[src/scd_defines.svh]
// Constants for the start generator with bus collision detection.
`ifndef SCD_DEFINES_SVH
`define SCD_DEFINES_SVH

// ----------------------------------------------------------------------
// Register offsets
// ----------------------------------------------------------------------
`define SCD_ADR_CTRL   8'h00
`define SCD_ADR_BAUD   8'h04
`define SCD_ADR_STATUS 8'h08
`define SCD_ADR_MASK   8'h0C
`define SCD_ADR_TXBUF  8'h10
`define SCD_ADR_LINES  8'h14

// ----------------------------------------------------------------------
// Field positions and widths
// ----------------------------------------------------------------------
`define SCD_CTRL_START 0
`define SCD_CTRL_EN    1
`define SCD_ST_EVENT   0
`define SCD_ST_BCOL    1
`define SCD_ST_WRITE_COLLISION_FLAG    2
`define SCD_ST_SDET    3
`define SCD_NFLAGS     4
`define SCD_BAUD_W     7

// ----------------------------------------------------------------------
// Reset values and timing
// ----------------------------------------------------------------------
`define SCD_RST_CTRL   2'h0
`define SCD_RST_BAUD   7'h00
`define SCD_RST_FLAGS  4'h0
`define SCD_RST_TXBUF  8'h00
`define SCD_SETTLE     3'h4

`endif

[src/scd_pkg.sv]
// Types shared by the start generator modules.
package scd_pkg;

	typedef enum logic [2:0] {
		SCD_IDLE,
		SCD_SETTLE,
		SCD_CHECK,
		SCD_FIRST,
		SCD_SECOND
	} scd_state_t;

	typedef logic [6:0] scd_baud_t;

endpackage

[src/scd_brg_if.sv]
// Carrier between the start sequencer and its baud counter.
`timescale 1ns/100ps
interface scd_rate_if;
	logic                load;
	scd_pkg::scd_baud_t  reload;
	logic                stop;
	logic                expire;

	modport ctrl (output load, output reload, output stop, input expire);
	modport cnt  (input load, input reload, input stop, output expire);
endinterface

[src/scd_baud_counter.sv]
// Reloadable baud-rate down-counter with a one-cycle expiry strobe.
`timescale 1ns/100ps
`include "scd_defines.svh"
module scd_baud_counter (
	input  wire logic clk_i,
	input  wire logic rst_i,
	scd_rate_if.cnt   rate
);
	scd_pkg::scd_baud_t count;
	scd_pkg::scd_baud_t next_count;
	logic               run;
	logic               next_run;

	// The strobe marks the cycle in which a running count stands at zero.
	assign rate.expire = run && (count == `SCD_RST_BAUD);

	always_comb begin
		next_count = count;
		next_run   = run;
		if (rst_i || rate.stop) begin
			next_run = 1'b0;
		end else if (rate.load) begin
			next_count = rate.reload;
			next_run   = 1'b1;
		end else if (rate.expire) begin
			next_run = 1'b0;
		end else if (run) begin
			next_count = count - 7'h01;
		end
	end

	always_ff @(posedge clk_i) begin
		if (rst_i) begin
			count <= `SCD_RST_BAUD;
			run   <= 1'b0;
		end else begin
			count <= next_count;
			run   <= next_run;
		end
	end
endmodule

[src/scd_top.sv]
// Start generator with bus collision detection behind a Wishbone slave.
//
// The Wishbone interface to the registers and the register offsets were chosen for this implementation.
`timescale 1ns/100ps
`include "scd_defines.svh"
module scd_top (
	input  wire logic        clk_i,
	input  wire logic        rst_i,
	input  wire logic        wb_cyc_i,
	input  wire logic        wb_stb_i,
	input  wire logic        wb_we_i,
	input  wire logic [7:0]  wb_adr_i,
	input  wire logic [3:0]  wb_sel_i,
	input  wire logic [31:0] wb_dat_i,
	output logic      [31:0] wb_dat_o,
	output logic             wb_ack_o,
	input  wire logic        sda_i,
	output logic             sda_o,
	output logic             sda_oe_o,
	input  wire logic        scl_i,
	output logic             scl_o,
	output logic             scl_oe_o,
	output logic             irq_o
);

	// ------------------------------------------------------------------
	// Line synchronisers
	// ------------------------------------------------------------------
	logic [1:0] line_meta;
	logic [1:0] line_sync;
	logic [1:0] line_raw;

	assign line_raw = {scl_i, sda_i};

	genvar gi;
	generate
		for (gi = 0; gi < 2; gi = gi + 1) begin : g_sync
			always_ff @(posedge clk_i) begin
				if (rst_i) begin
					line_meta[gi] <= 1'b1;
					line_sync[gi] <= 1'b1;
				end else begin
					line_meta[gi] <= line_raw[gi];
					line_sync[gi] <= line_meta[gi];
				end
			end
		end
	endgenerate

	logic sda_s;
	logic scl_s;
	assign sda_s = line_sync[0];
	assign scl_s = line_sync[1];

	// ------------------------------------------------------------------
	// Bus access decoding
	// ------------------------------------------------------------------
	function automatic logic hit(input logic [7:0] adr, input logic [7:0] reg_adr);
		hit = (adr == reg_adr);
	endfunction

	logic acc;
	logic wr;
	logic rd;
	assign acc = wb_cyc_i && wb_stb_i && wb_ack_o;
	assign wr  = acc && wb_we_i && wb_sel_i[0];
	assign rd  = acc && !wb_we_i;

	// ------------------------------------------------------------------
	// Registers and sequencer state
	// ------------------------------------------------------------------
	scd_pkg::scd_state_t state;
	scd_pkg::scd_state_t next_state;
	logic                start_req;
	logic                next_start_req;
	logic                enable;
	logic                next_enable;
	scd_pkg::scd_baud_t  baud;
	scd_pkg::scd_baud_t  next_baud;
	logic [3:0]          status;
	logic [3:0]          next_status;
	logic [3:0]          mask;
	logic [3:0]          next_mask;
	logic [7:0]          txbuf;
	logic [7:0]          next_txbuf;
	logic                sda_low;
	logic                next_sda_low;
	logic                scl_low;
	logic                next_scl_low;
	logic [2:0]          settle;
	logic [2:0]          next_settle;
	logic                sda_prev;
	logic [31:0]         next_dat;
	logic                next_ack;
	logic                next_irq;
	logic                busy;
	logic                set_bcol;
	logic                set_event;
	logic                set_write_collision_flag;
	logic                set_sdet;
	logic                done;

	scd_rate_if rate ();

	scd_baud_counter u_rate (
		.clk_i (clk_i),
		.rst_i (rst_i),
		.rate  (rate.cnt)
	);

	assign rate.reload = baud;
	assign busy       = (state != scd_pkg::SCD_IDLE);

	// ------------------------------------------------------------------
	// Start sequencer
	// ------------------------------------------------------------------
	always_comb begin
		next_state   = state;
		next_sda_low = sda_low;
		next_scl_low = scl_low;
		next_settle  = settle;
		rate.load    = 1'b0;
		rate.stop    = 1'b0;
		set_bcol     = 1'b0;
		done         = 1'b0;
		case (state)
			scd_pkg::SCD_IDLE: begin
				if (enable && start_req) begin
					// Own drives are dropped before the lines are judged.
					next_sda_low = 1'b0;
					next_scl_low = 1'b0;
					next_settle  = `SCD_SETTLE;
					next_state   = scd_pkg::SCD_SETTLE;
				end
			end
			scd_pkg::SCD_SETTLE: begin
				if (settle == 3'h0) begin
					next_state = scd_pkg::SCD_CHECK;
				end else begin
					next_settle = settle - 3'h1;
				end
			end
			scd_pkg::SCD_CHECK: begin
				if (!sda_s || !scl_s) begin
					set_bcol = 1'b1;
				end else begin
					rate.load  = 1'b1;
					next_state = scd_pkg::SCD_FIRST;
				end
			end
			scd_pkg::SCD_FIRST: begin
				// Another master is presumed to be sending a one.
				if (!scl_s && sda_s) begin
					set_bcol = 1'b1;
				end else if (!sda_s) begin
					// A nearby start by another master is not a collision.
					rate.load    = 1'b1;
					next_sda_low = 1'b1;
					next_state   = scd_pkg::SCD_SECOND;
				end else if (rate.expire) begin
					rate.load    = 1'b1;
					next_sda_low = 1'b1;
					next_state   = scd_pkg::SCD_SECOND;
				end
			end
			scd_pkg::SCD_SECOND: begin
				// SCL is deliberately not watched in this count.
				if (rate.expire) begin
					next_scl_low = 1'b1;
					done         = 1'b1;
					next_state   = scd_pkg::SCD_IDLE;
				end
			end
			default: begin
				next_state = scd_pkg::SCD_IDLE;
			end
		endcase
		if (set_bcol) begin
			rate.stop    = 1'b1;
			next_sda_low = 1'b0;
			next_scl_low = 1'b0;
			next_state   = scd_pkg::SCD_IDLE;
		end
		if (!enable) begin
			rate.stop    = 1'b1;
			next_sda_low = 1'b0;
			next_scl_low = 1'b0;
			next_state   = scd_pkg::SCD_IDLE;
		end
	end

	// ------------------------------------------------------------------
	// Register file and flags
	// ------------------------------------------------------------------
	assign set_event = done;
	assign set_sdet  = sda_prev && !sda_s && scl_s;
	assign set_write_collision_flag  = wr && hit(wb_adr_i, `SCD_ADR_TXBUF) && busy;

	always_comb begin
		next_enable    = enable;
		next_start_req = start_req;
		next_baud      = baud;
		next_mask      = mask;
		next_txbuf     = txbuf;
		next_status    = status;
		if (wr && hit(wb_adr_i, `SCD_ADR_CTRL)) begin
			next_enable = wb_dat_i[`SCD_CTRL_EN];
			// The start bit cannot be rewritten while a start runs.
			if (!busy) begin
				next_start_req = wb_dat_i[`SCD_CTRL_START];
			end
		end
		if (done || set_bcol) begin
			next_start_req = 1'b0;
		end
		if (wr && hit(wb_adr_i, `SCD_ADR_BAUD) && !busy) begin
			next_baud = wb_dat_i[6:0];
		end
		if (wr && hit(wb_adr_i, `SCD_ADR_MASK)) begin
			next_mask = wb_dat_i[3:0];
		end
		if (wr && hit(wb_adr_i, `SCD_ADR_TXBUF) && !busy) begin
			next_txbuf = wb_dat_i[7:0];
		end
		// Only a status read clears flags; a new event wins over it.
		if (rd && hit(wb_adr_i, `SCD_ADR_STATUS)) begin
			// Only bits already reported are cleared, so none is lost.
			next_status = status & ~wb_dat_o[3:0];
		end
		if (set_event) begin
			next_status[`SCD_ST_EVENT] = 1'b1;
		end
		if (set_bcol) begin
			next_status[`SCD_ST_BCOL] = 1'b1;
		end
		if (set_write_collision_flag) begin
			next_status[`SCD_ST_WRITE_COLLISION_FLAG] = 1'b1;
		end
		if (set_sdet) begin
			next_status[`SCD_ST_SDET] = 1'b1;
		end
	end

	// ------------------------------------------------------------------
	// Bus answer
	// ------------------------------------------------------------------
	always_comb begin
		next_ack = wb_cyc_i && wb_stb_i && !wb_ack_o;
		next_dat = 32'h0000_0000;
		if (hit(wb_adr_i, `SCD_ADR_CTRL)) begin
			next_dat[1:0] = {enable, start_req};
		end else if (hit(wb_adr_i, `SCD_ADR_BAUD)) begin
			next_dat[6:0] = baud;
		end else if (hit(wb_adr_i, `SCD_ADR_STATUS)) begin
			next_dat[3:0] = status;
		end else if (hit(wb_adr_i, `SCD_ADR_MASK)) begin
			next_dat[3:0] = mask;
		end else if (hit(wb_adr_i, `SCD_ADR_TXBUF)) begin
			next_dat[7:0] = txbuf;
		end else if (hit(wb_adr_i, `SCD_ADR_LINES)) begin
			next_dat[2:0] = {busy, scl_s, sda_s};
		end
		if (!next_ack) begin
			next_dat = 32'h0000_0000;
		end
		next_irq = |(next_status & next_mask);
	end

	// ------------------------------------------------------------------
	// State registers
	// ------------------------------------------------------------------
	always_ff @(posedge clk_i) begin
		if (rst_i) begin
			state     <= scd_pkg::SCD_IDLE;
			enable    <= 1'b0;
			start_req <= 1'b0;
			baud      <= `SCD_RST_BAUD;
			status    <= `SCD_RST_FLAGS;
			mask      <= `SCD_RST_FLAGS;
			txbuf     <= `SCD_RST_TXBUF;
			sda_low   <= 1'b0;
			scl_low   <= 1'b0;
			settle    <= 3'h0;
			sda_prev  <= 1'b1;
			wb_ack_o  <= 1'b0;
			wb_dat_o  <= 32'h0000_0000;
			irq_o     <= 1'b0;
		end else begin
			state     <= next_state;
			enable    <= next_enable;
			start_req <= next_start_req;
			baud      <= next_baud;
			status    <= next_status;
			mask      <= next_mask;
			txbuf     <= next_txbuf;
			sda_low   <= next_sda_low;
			scl_low   <= next_scl_low;
			settle    <= next_settle;
			sda_prev  <= sda_s;
			wb_ack_o  <= next_ack;
			wb_dat_o  <= next_dat;
			irq_o     <= next_irq;
		end
	end

	// The pins only ever pull low; release leaves them to the pull-ups.
	always_ff @(posedge clk_i) begin
		if (rst_i) begin
			sda_o    <= 1'b1;
			sda_oe_o <= 1'b0;
			scl_o    <= 1'b1;
			scl_oe_o <= 1'b0;
		end else begin
			sda_o    <= !next_sda_low;
			sda_oe_o <= next_sda_low;
			scl_o    <= !next_scl_low;
			scl_oe_o <= next_scl_low;
		end
	end
endmodule

[config.mk]
export PLATFORM = sky130hd
export DESIGN_NAME = scd_top
export DESIGN_NICKNAME = d
export VERILOG_FILES = /design/src/scd_pkg.sv /design/src/scd_brg_if.sv /design/src/scd_baud_counter.sv /design/src/scd_top.sv
export VERILOG_INCLUDE_DIRS = /design/src
export SDC_FILE = /design/constraint.sdc
export NUM_CORES = 1
export LEC_CHECK = 0
export BUFFER_PORTS_ARGS = -buffer_cell sky130_fd_sc_hd__buf_4
export CAP_MARGIN = 20
export CORE_MARGIN = 10
export CORE_UTILIZATION = 55
export DETAILED_ROUTE_END_ITERATION = 8
export GPL_ROUTABILITY_DRIVEN = 0
export PLACE_DENSITY = 0.86
export SLEW_MARGIN = 20
export SYNTH_ARGS = -nofsm -noshare
export SYNTH_HDL_FRONTEND = slang
export SYNTH_SLANG_ARGS = --single-unit
export TNS_END_PERCENT = 1
[constraint.sdc]
create_clock -name clk_i -period 4.32 [get_ports clk_i]
set_clock_uncertainty 0.15 [all_clocks]
set_input_delay 1.08 -clock clk_i [delete_from_list [all_inputs] [get_ports clk_i]]
set_output_delay 1.08 -clock clk_i [all_outputs]
set_load 0.005 [all_outputs]
---- Word level (Yosys, flattened, before mapping) ----
Cells that the tools add are included.
word-level totals
  register bits ........................... 82
  input port bits ......................... 51
  output and inout bits ................... 38
  word-level logic and storage cells ...... 154
operators by class
  add/sub/neg operators ................... 2
  eq/ne operators ......................... 17
  muxes and demuxes ....................... 54
  bitwise logic cells ..................... 8
  reductions and logical operators ........ 48
operators with widths
  kind                                               count
  two-way mux 3 bit                                  11
  two-way mux 7 bit                                  4
  two-way mux 1 bit                                  25
  two-way mux 4 bit                                  6
  logical AND 1 bit                                  19
  == test 8 x 4 -> 1 bit (second input constant)     2
  == test 8 x 5 -> 1 bit (second input constant)     2
  case mux 3 bit (5 select lines)                    1
  inequality test 2 bit (second input constant)      7
  AND 4 bit                                          2
  == test 8 x 3 -> 1 bit (second input constant)     1
  logical NOT 8 bit                                  1
  case mux 1 bit (2 select lines)                    4
  logical NOT 1 bit                                  7
  logical NOT 7 bit                                  1
  OR reduction 7 bit                                 1
  subtractor 7 x 1 -> 7 bit (second input constant)  1
  == test 3 x 2 -> 1 bit (second input constant)     2
  logical NOT 3 bit                                  2
  case mux 3 bit (2 select lines)                    1
  AND reduction 3 bit                                2
  AND reduction 6 bit                                1
  nonzero test 2 bit                                 3
  OR reduction 2 bit                                 3
  other kinds (13)                                   20

---- Longest topological paths before layout ----
  depth after elaboration ................. 9
  depth in mapped cells ................... 8
  gate-level depth less buffers ........... 8

---- Hierarchy ----
From an unflattened synthesis, not the netlist that was laid out.
unflattened totals
  cells, all modules ...................... 355
  area, all modules ....................... 3037.9 um^2
by module, submodules not included
  module            times used  cells an instance  area an instance (um^2)  seq. area each (um^2)
  scd_top           1           287                2458.6                   1001.0
  scd_baud_counter  1           68                 579.3                    160.2

---- Least setup slack after synthesis ----
No wires, ideal clock.
  path kind ............................... input to register
  start ................................... in wb_adr_i[1]
  end ..................................... reg baud[0]
  library setup time ...................... 0.128 ns
  data arrival time ....................... 2.210 ns
  data required time ...................... 4.042 ns
  setup slack ............................. 1.833 ns
  cell stages on the path ................. 6
  buffers on the path ..................... 1
  path through ............................ nor3_4 -> nand4bb_2 -> or3_1 -> buf_2 -> mux2i_1 -> nor2_1
on the way
  cells in the longest elaborated chain, start to end .. 3
ends and longest elaborated chain
  element                         RTL line        source
  start: declaration              scd_top.sv:12   input wire logic [7:0] wb_adr_i,
  == test 8 x 3 -> 1 bit          scd_top.sv:59   hit = (adr == reg_adr);
  logical AND 1 bit (2 in a row)  scd_top.sv:216  if (wr && hit(wb_adr_i, `SCD_ADR_BAUD) && !busy) begin
  end signal: assignment          scd_top.sv:277  baud <= `SCD_RST_BAUD;
  end signal: assignment          scd_top.sv:292  baud <= next_baud;
  end: declaration                scd_top.sv:78   scd_pkg::scd_baud_t baud;
No other way between the ends.
A chain may end at the register's enable or synchronous reset.

---- Worst setup path in the final report ----
  start ................................... in wb_adr_i[1]
  end ..................................... reg txbuf[1]
on the way
  cells in the longest elaborated chain, start to end .. 3
ends and longest elaborated chain
  element                         RTL line        source
  == test 8 x 5 -> 1 bit          scd_top.sv:59
  logical AND 1 bit (2 in a row)  scd_top.sv:222  if (wr && hit(wb_adr_i, `SCD_ADR_TXBUF) && !busy) begin
  end signal: assignment          scd_top.sv:280  txbuf <= `SCD_RST_TXBUF;
  end signal: assignment          scd_top.sv:295  txbuf <= next_txbuf;
  end: declaration                scd_top.sv:84   logic [7:0] txbuf;
No other way between the ends.

==> impl_metrics.ini <==
[sta]
drv_slew = 0
setup_repair_after_global_routing_missed_its_margin = false
hold_viol_final = 0
post-route-period-util = 0.608
timing.fmax_mhz = 381
finalCriticalPeriod_ps = 2630
final.hold.worst_slack_ps = 265
worst_slack_ps = 1690
setup_tns_ps = 0
max-slew-margin-rel = 0.631
timing_worst_slew_pin_value_ps = 553
setup_viol_count_final = 0

[clocking]
worstSkewPairLatency_ps = 340
cts-root-buf = clkbuf_8
clock_pin_slew_on_the_worst_setup_and_hold_paths_ps = 70
cts_sinks = 58
tritoncts_clock_tree = built
cts_setup_buffers = 0
count_of_instances_resized_after_the_clock_tree_is_built = 0
cts-htree-levels = 3
cts_made_buffers = 9
clk_path_buf_depth = 2
postCtsHoldBufs = 0

[power]
cell_internal_pwr_uw = 815
sequential_group_share_of_total_power = 0.508
switching_power_uw = 251
p_per_area_nw_per_um2 = 319
static-leakage-power_uw = 0.00133
pwr-share-clk = 0.439
power.switching_fraction = 0.236
ir_drop_v = 0.000302
pwr-share-comb = 0.054
power.total_uw = 1070

[setup_path]
worst_ep_required_time_ps = 4380
worst-path-max-fanout = 14
rr_worst_depth = 5
timing.setup.critical_path_class = in -> reg
cpMaxStageDelayCell = and4_1
critPathBufInv = 1
path_delay_family = simple AND/OR/NAND/NOR gates
timing.critical_path.mode_cell = nand2_1
startpoint_type = input port
max_stage_delay_ps = 610
cp_endpoint_kind = register
worstPathCellList = buf_4, nor3_4, and4_1, nand2_1, nand2_1, a21oi_1
critical_path_depth = 6
arrival_ps = 2690

[synthesis]
post_synth_instance_area_um2 = 2940
synthFlopType = dfxtp_1
synth_enable_flop_cells = 0
async_flop_share = 0
synth_cell_type_count = 57
yosysWarnings = 0
yosysSeqAreaShare = 0.394
yosys_register_bits = 58
avgSynthCellArea_um2 = 8.63
synth_cells = 341

[route]
detail_route.wirelength_um = 7000
detail_route.drc_violations = 0
routed_wire_length_per_instance_um = 15.6
detail_route.vias_per_cell = 5.62
route.antenna.remaining_nets = 0
dr.pass1.iters = 4
drtIter0Drc = 203
count_of_vias_placed_by_the_detailed_router = 2531

[finish]
mostFrequentLayoutCells = dfxtp_1 (58), buf_4 (37), nand2_1 (34)
commonest_non_fill_non_tap_cell_in_the_layout = dfxtp_1
fillCellCount = 450
multiInputGateArea_um2 = 1570
post_route_cells_drive_above_1_share = 0.205
antenna-diode-count = 0
sequential_cell_area_um2 = 1160
flow.area_growth_from_synthesis_pct = 13.7
finish.net_count = 430
final_core_util = 0.651

[die]
die_width_um = 93.2
die-height_um = 93.2
coreArea_um2 = 5140
ioPinCount = 89
floorplan.rows = 26
die_area_um2 = 8680
initial_core_utilization = 0.573

[grt]
globalRouteTotalUtil = 0.160
first_global_vias = 2381
grt_max_degree = 41
initial_antenna_violation_count = 0
grt_overflow_total = 0
grt_first_pass_wirelength_um = 11200

[placed_design]
port_buffers = 37
place.detailed.hpwl_um = 5110
dp_worst_setup_slack_ps = 1380

[hold_path]
hold_path_class = reg -> reg
timing.hold.worst_path_depth = 1

[run]
cap_viol_max_count = 0

[status]
status = finished, final reports clean
## per-stage QoR
stage / cells / area [µm²]
5_1_grt: 450 / 3350
6_report: 450 / 3350
3_3_place_gp: 434 / 3160
4_1_cts: 450 / 3350
3_5_place_dp: 434 / 3160
2_1_floorplan: 364 / 3030
## flip-flops by register name, indices dropped and copies added, names as in the netlist, 2 cells and up
signal and cells:
txbuf 8, wb_dat_o 8, baud 7, u_rate.count 7, mask 4, status 4
settle 3, state 3, line_meta 2
## worst reg2reg max path: stages, from the launching register on
cell	delay, ps
dfxtp_1	450
nor3_2	410
and4_1	560
nand2_1	320
nand2_1	160
a21oi_1	70
## power groups by stage
stage | logic, µW | registers, µW | clock network (µW)
5_1_grt | 63.6 | 541 | 497
3_5_place_dp | 55.4 | 553 | 0
2_1_floorplan | 45.6 | 552 | 0
4_1_cts | 55.9 | 541 | 473
3_3_place_gp | 54.5 | 553 | 0
6_report | 57.2 | 541 | 468
## logic make-up (layout without fill, tap and decap cells)
family	Yosys count	count (layout)	synth area share
simple gates	132	132	0.240
fa+ha+maj	4	4	0.0170
compound gates	73	73	0.173
other cells	1	24	0.00127
flops	58	58	0.394
mux	21	21	0.0748
buf+inv	52	68	0.100
## cell usage after synthesis (2+ instances only)
| cell type | number | area share |
|---|---|---|
| a21o_1 | 3 | 0.0076 |
| nand2b_1 | 2 | 0.0042 |
| buf_2 | 5 | 0.0085 |
| nor2_1 | 31 | 0.040 |
| o22a_1 | 2 | 0.0060 |
| mux2_2 | 4 | 0.015 |
| a22oi_1 | 4 | 0.010 |
| nor2b_1 | 4 | 0.0085 |
| nor3_2 | 2 | 0.0068 |
| nand2_1 | 34 | 0.043 |
| nand4_1 | 3 | 0.0064 |
| or3_1 | 2 | 0.0042 |
| o211ai_1 | 2 | 0.0051 |
| and3_1 | 3 | 0.0064 |
| a31o_2 | 2 | 0.0060 |
| inv_1 | 15 | 0.019 |
| a211oi_1 | 2 | 0.0051 |
| nor4_1 | 5 | 0.011 |
| buf_4 | 25 | 0.064 |
| or3_4 | 2 | 0.0076 |
| o21ai_0 | 7 | 0.012 |
| and2_1 | 5 | 0.011 |
| o21a_1 | 3 | 0.0076 |
| ha_1 | 4 | 0.017 |
| a21oi_1 | 25 | 0.042 |
| nor3_1 | 7 | 0.012 |
| and4_1 | 4 | 0.012 |
| dfxtp_1 | 58 | 0.39 |
| or2_2 | 6 | 0.013 |
| a221oi_1 | 2 | 0.0060 |
| o32ai_1 | 2 | 0.0060 |
| clkbuf_1 | 6 | 0.0076 |
| nand3_1 | 14 | 0.024 |
| a31oi_1 | 5 | 0.011 |
| o22ai_1 | 4 | 0.0085 |
| mux2i_1 | 16 | 0.054 |
## worst paths after layout
check                           from                    end  slack, ps
min          line_meta[1]$_SDFF_PP1_       scl_s$_SDFF_PP1_        260
max reg2reg    state[0]$_SDFFE_PP0P_  txbuf[1]$_SDFFE_PP0P_       2070
min reg2reg  line_meta[1]$_SDFF_PP1_       scl_s$_SDFF_PP1_        260
max                      wb_adr_i[1]  txbuf[1]$_SDFFE_PP0P_       1690
## cell type report
cell class | count | area share
clock buffers | 12 | 0.0493
repair buffers | 37 | 0.0830
multi-input cells | 254 | 0.470
clock inverters | 4 | 0.00748
well taps | 70 | 0.0262
inverters | 15 | 0.0168
flip-flops and latches | 58 | 0.347
## metal layers
metal,GRT usage,share of wire,vias to the layer above
li1,-,-,1237
met1,0.188,0.42,1162
met2,0.250,0.46,117
met3,0.0528,0.091,15
met4,0.0900,0.020,0
met5,0,0,-
(Power assumes the default switching activity.)
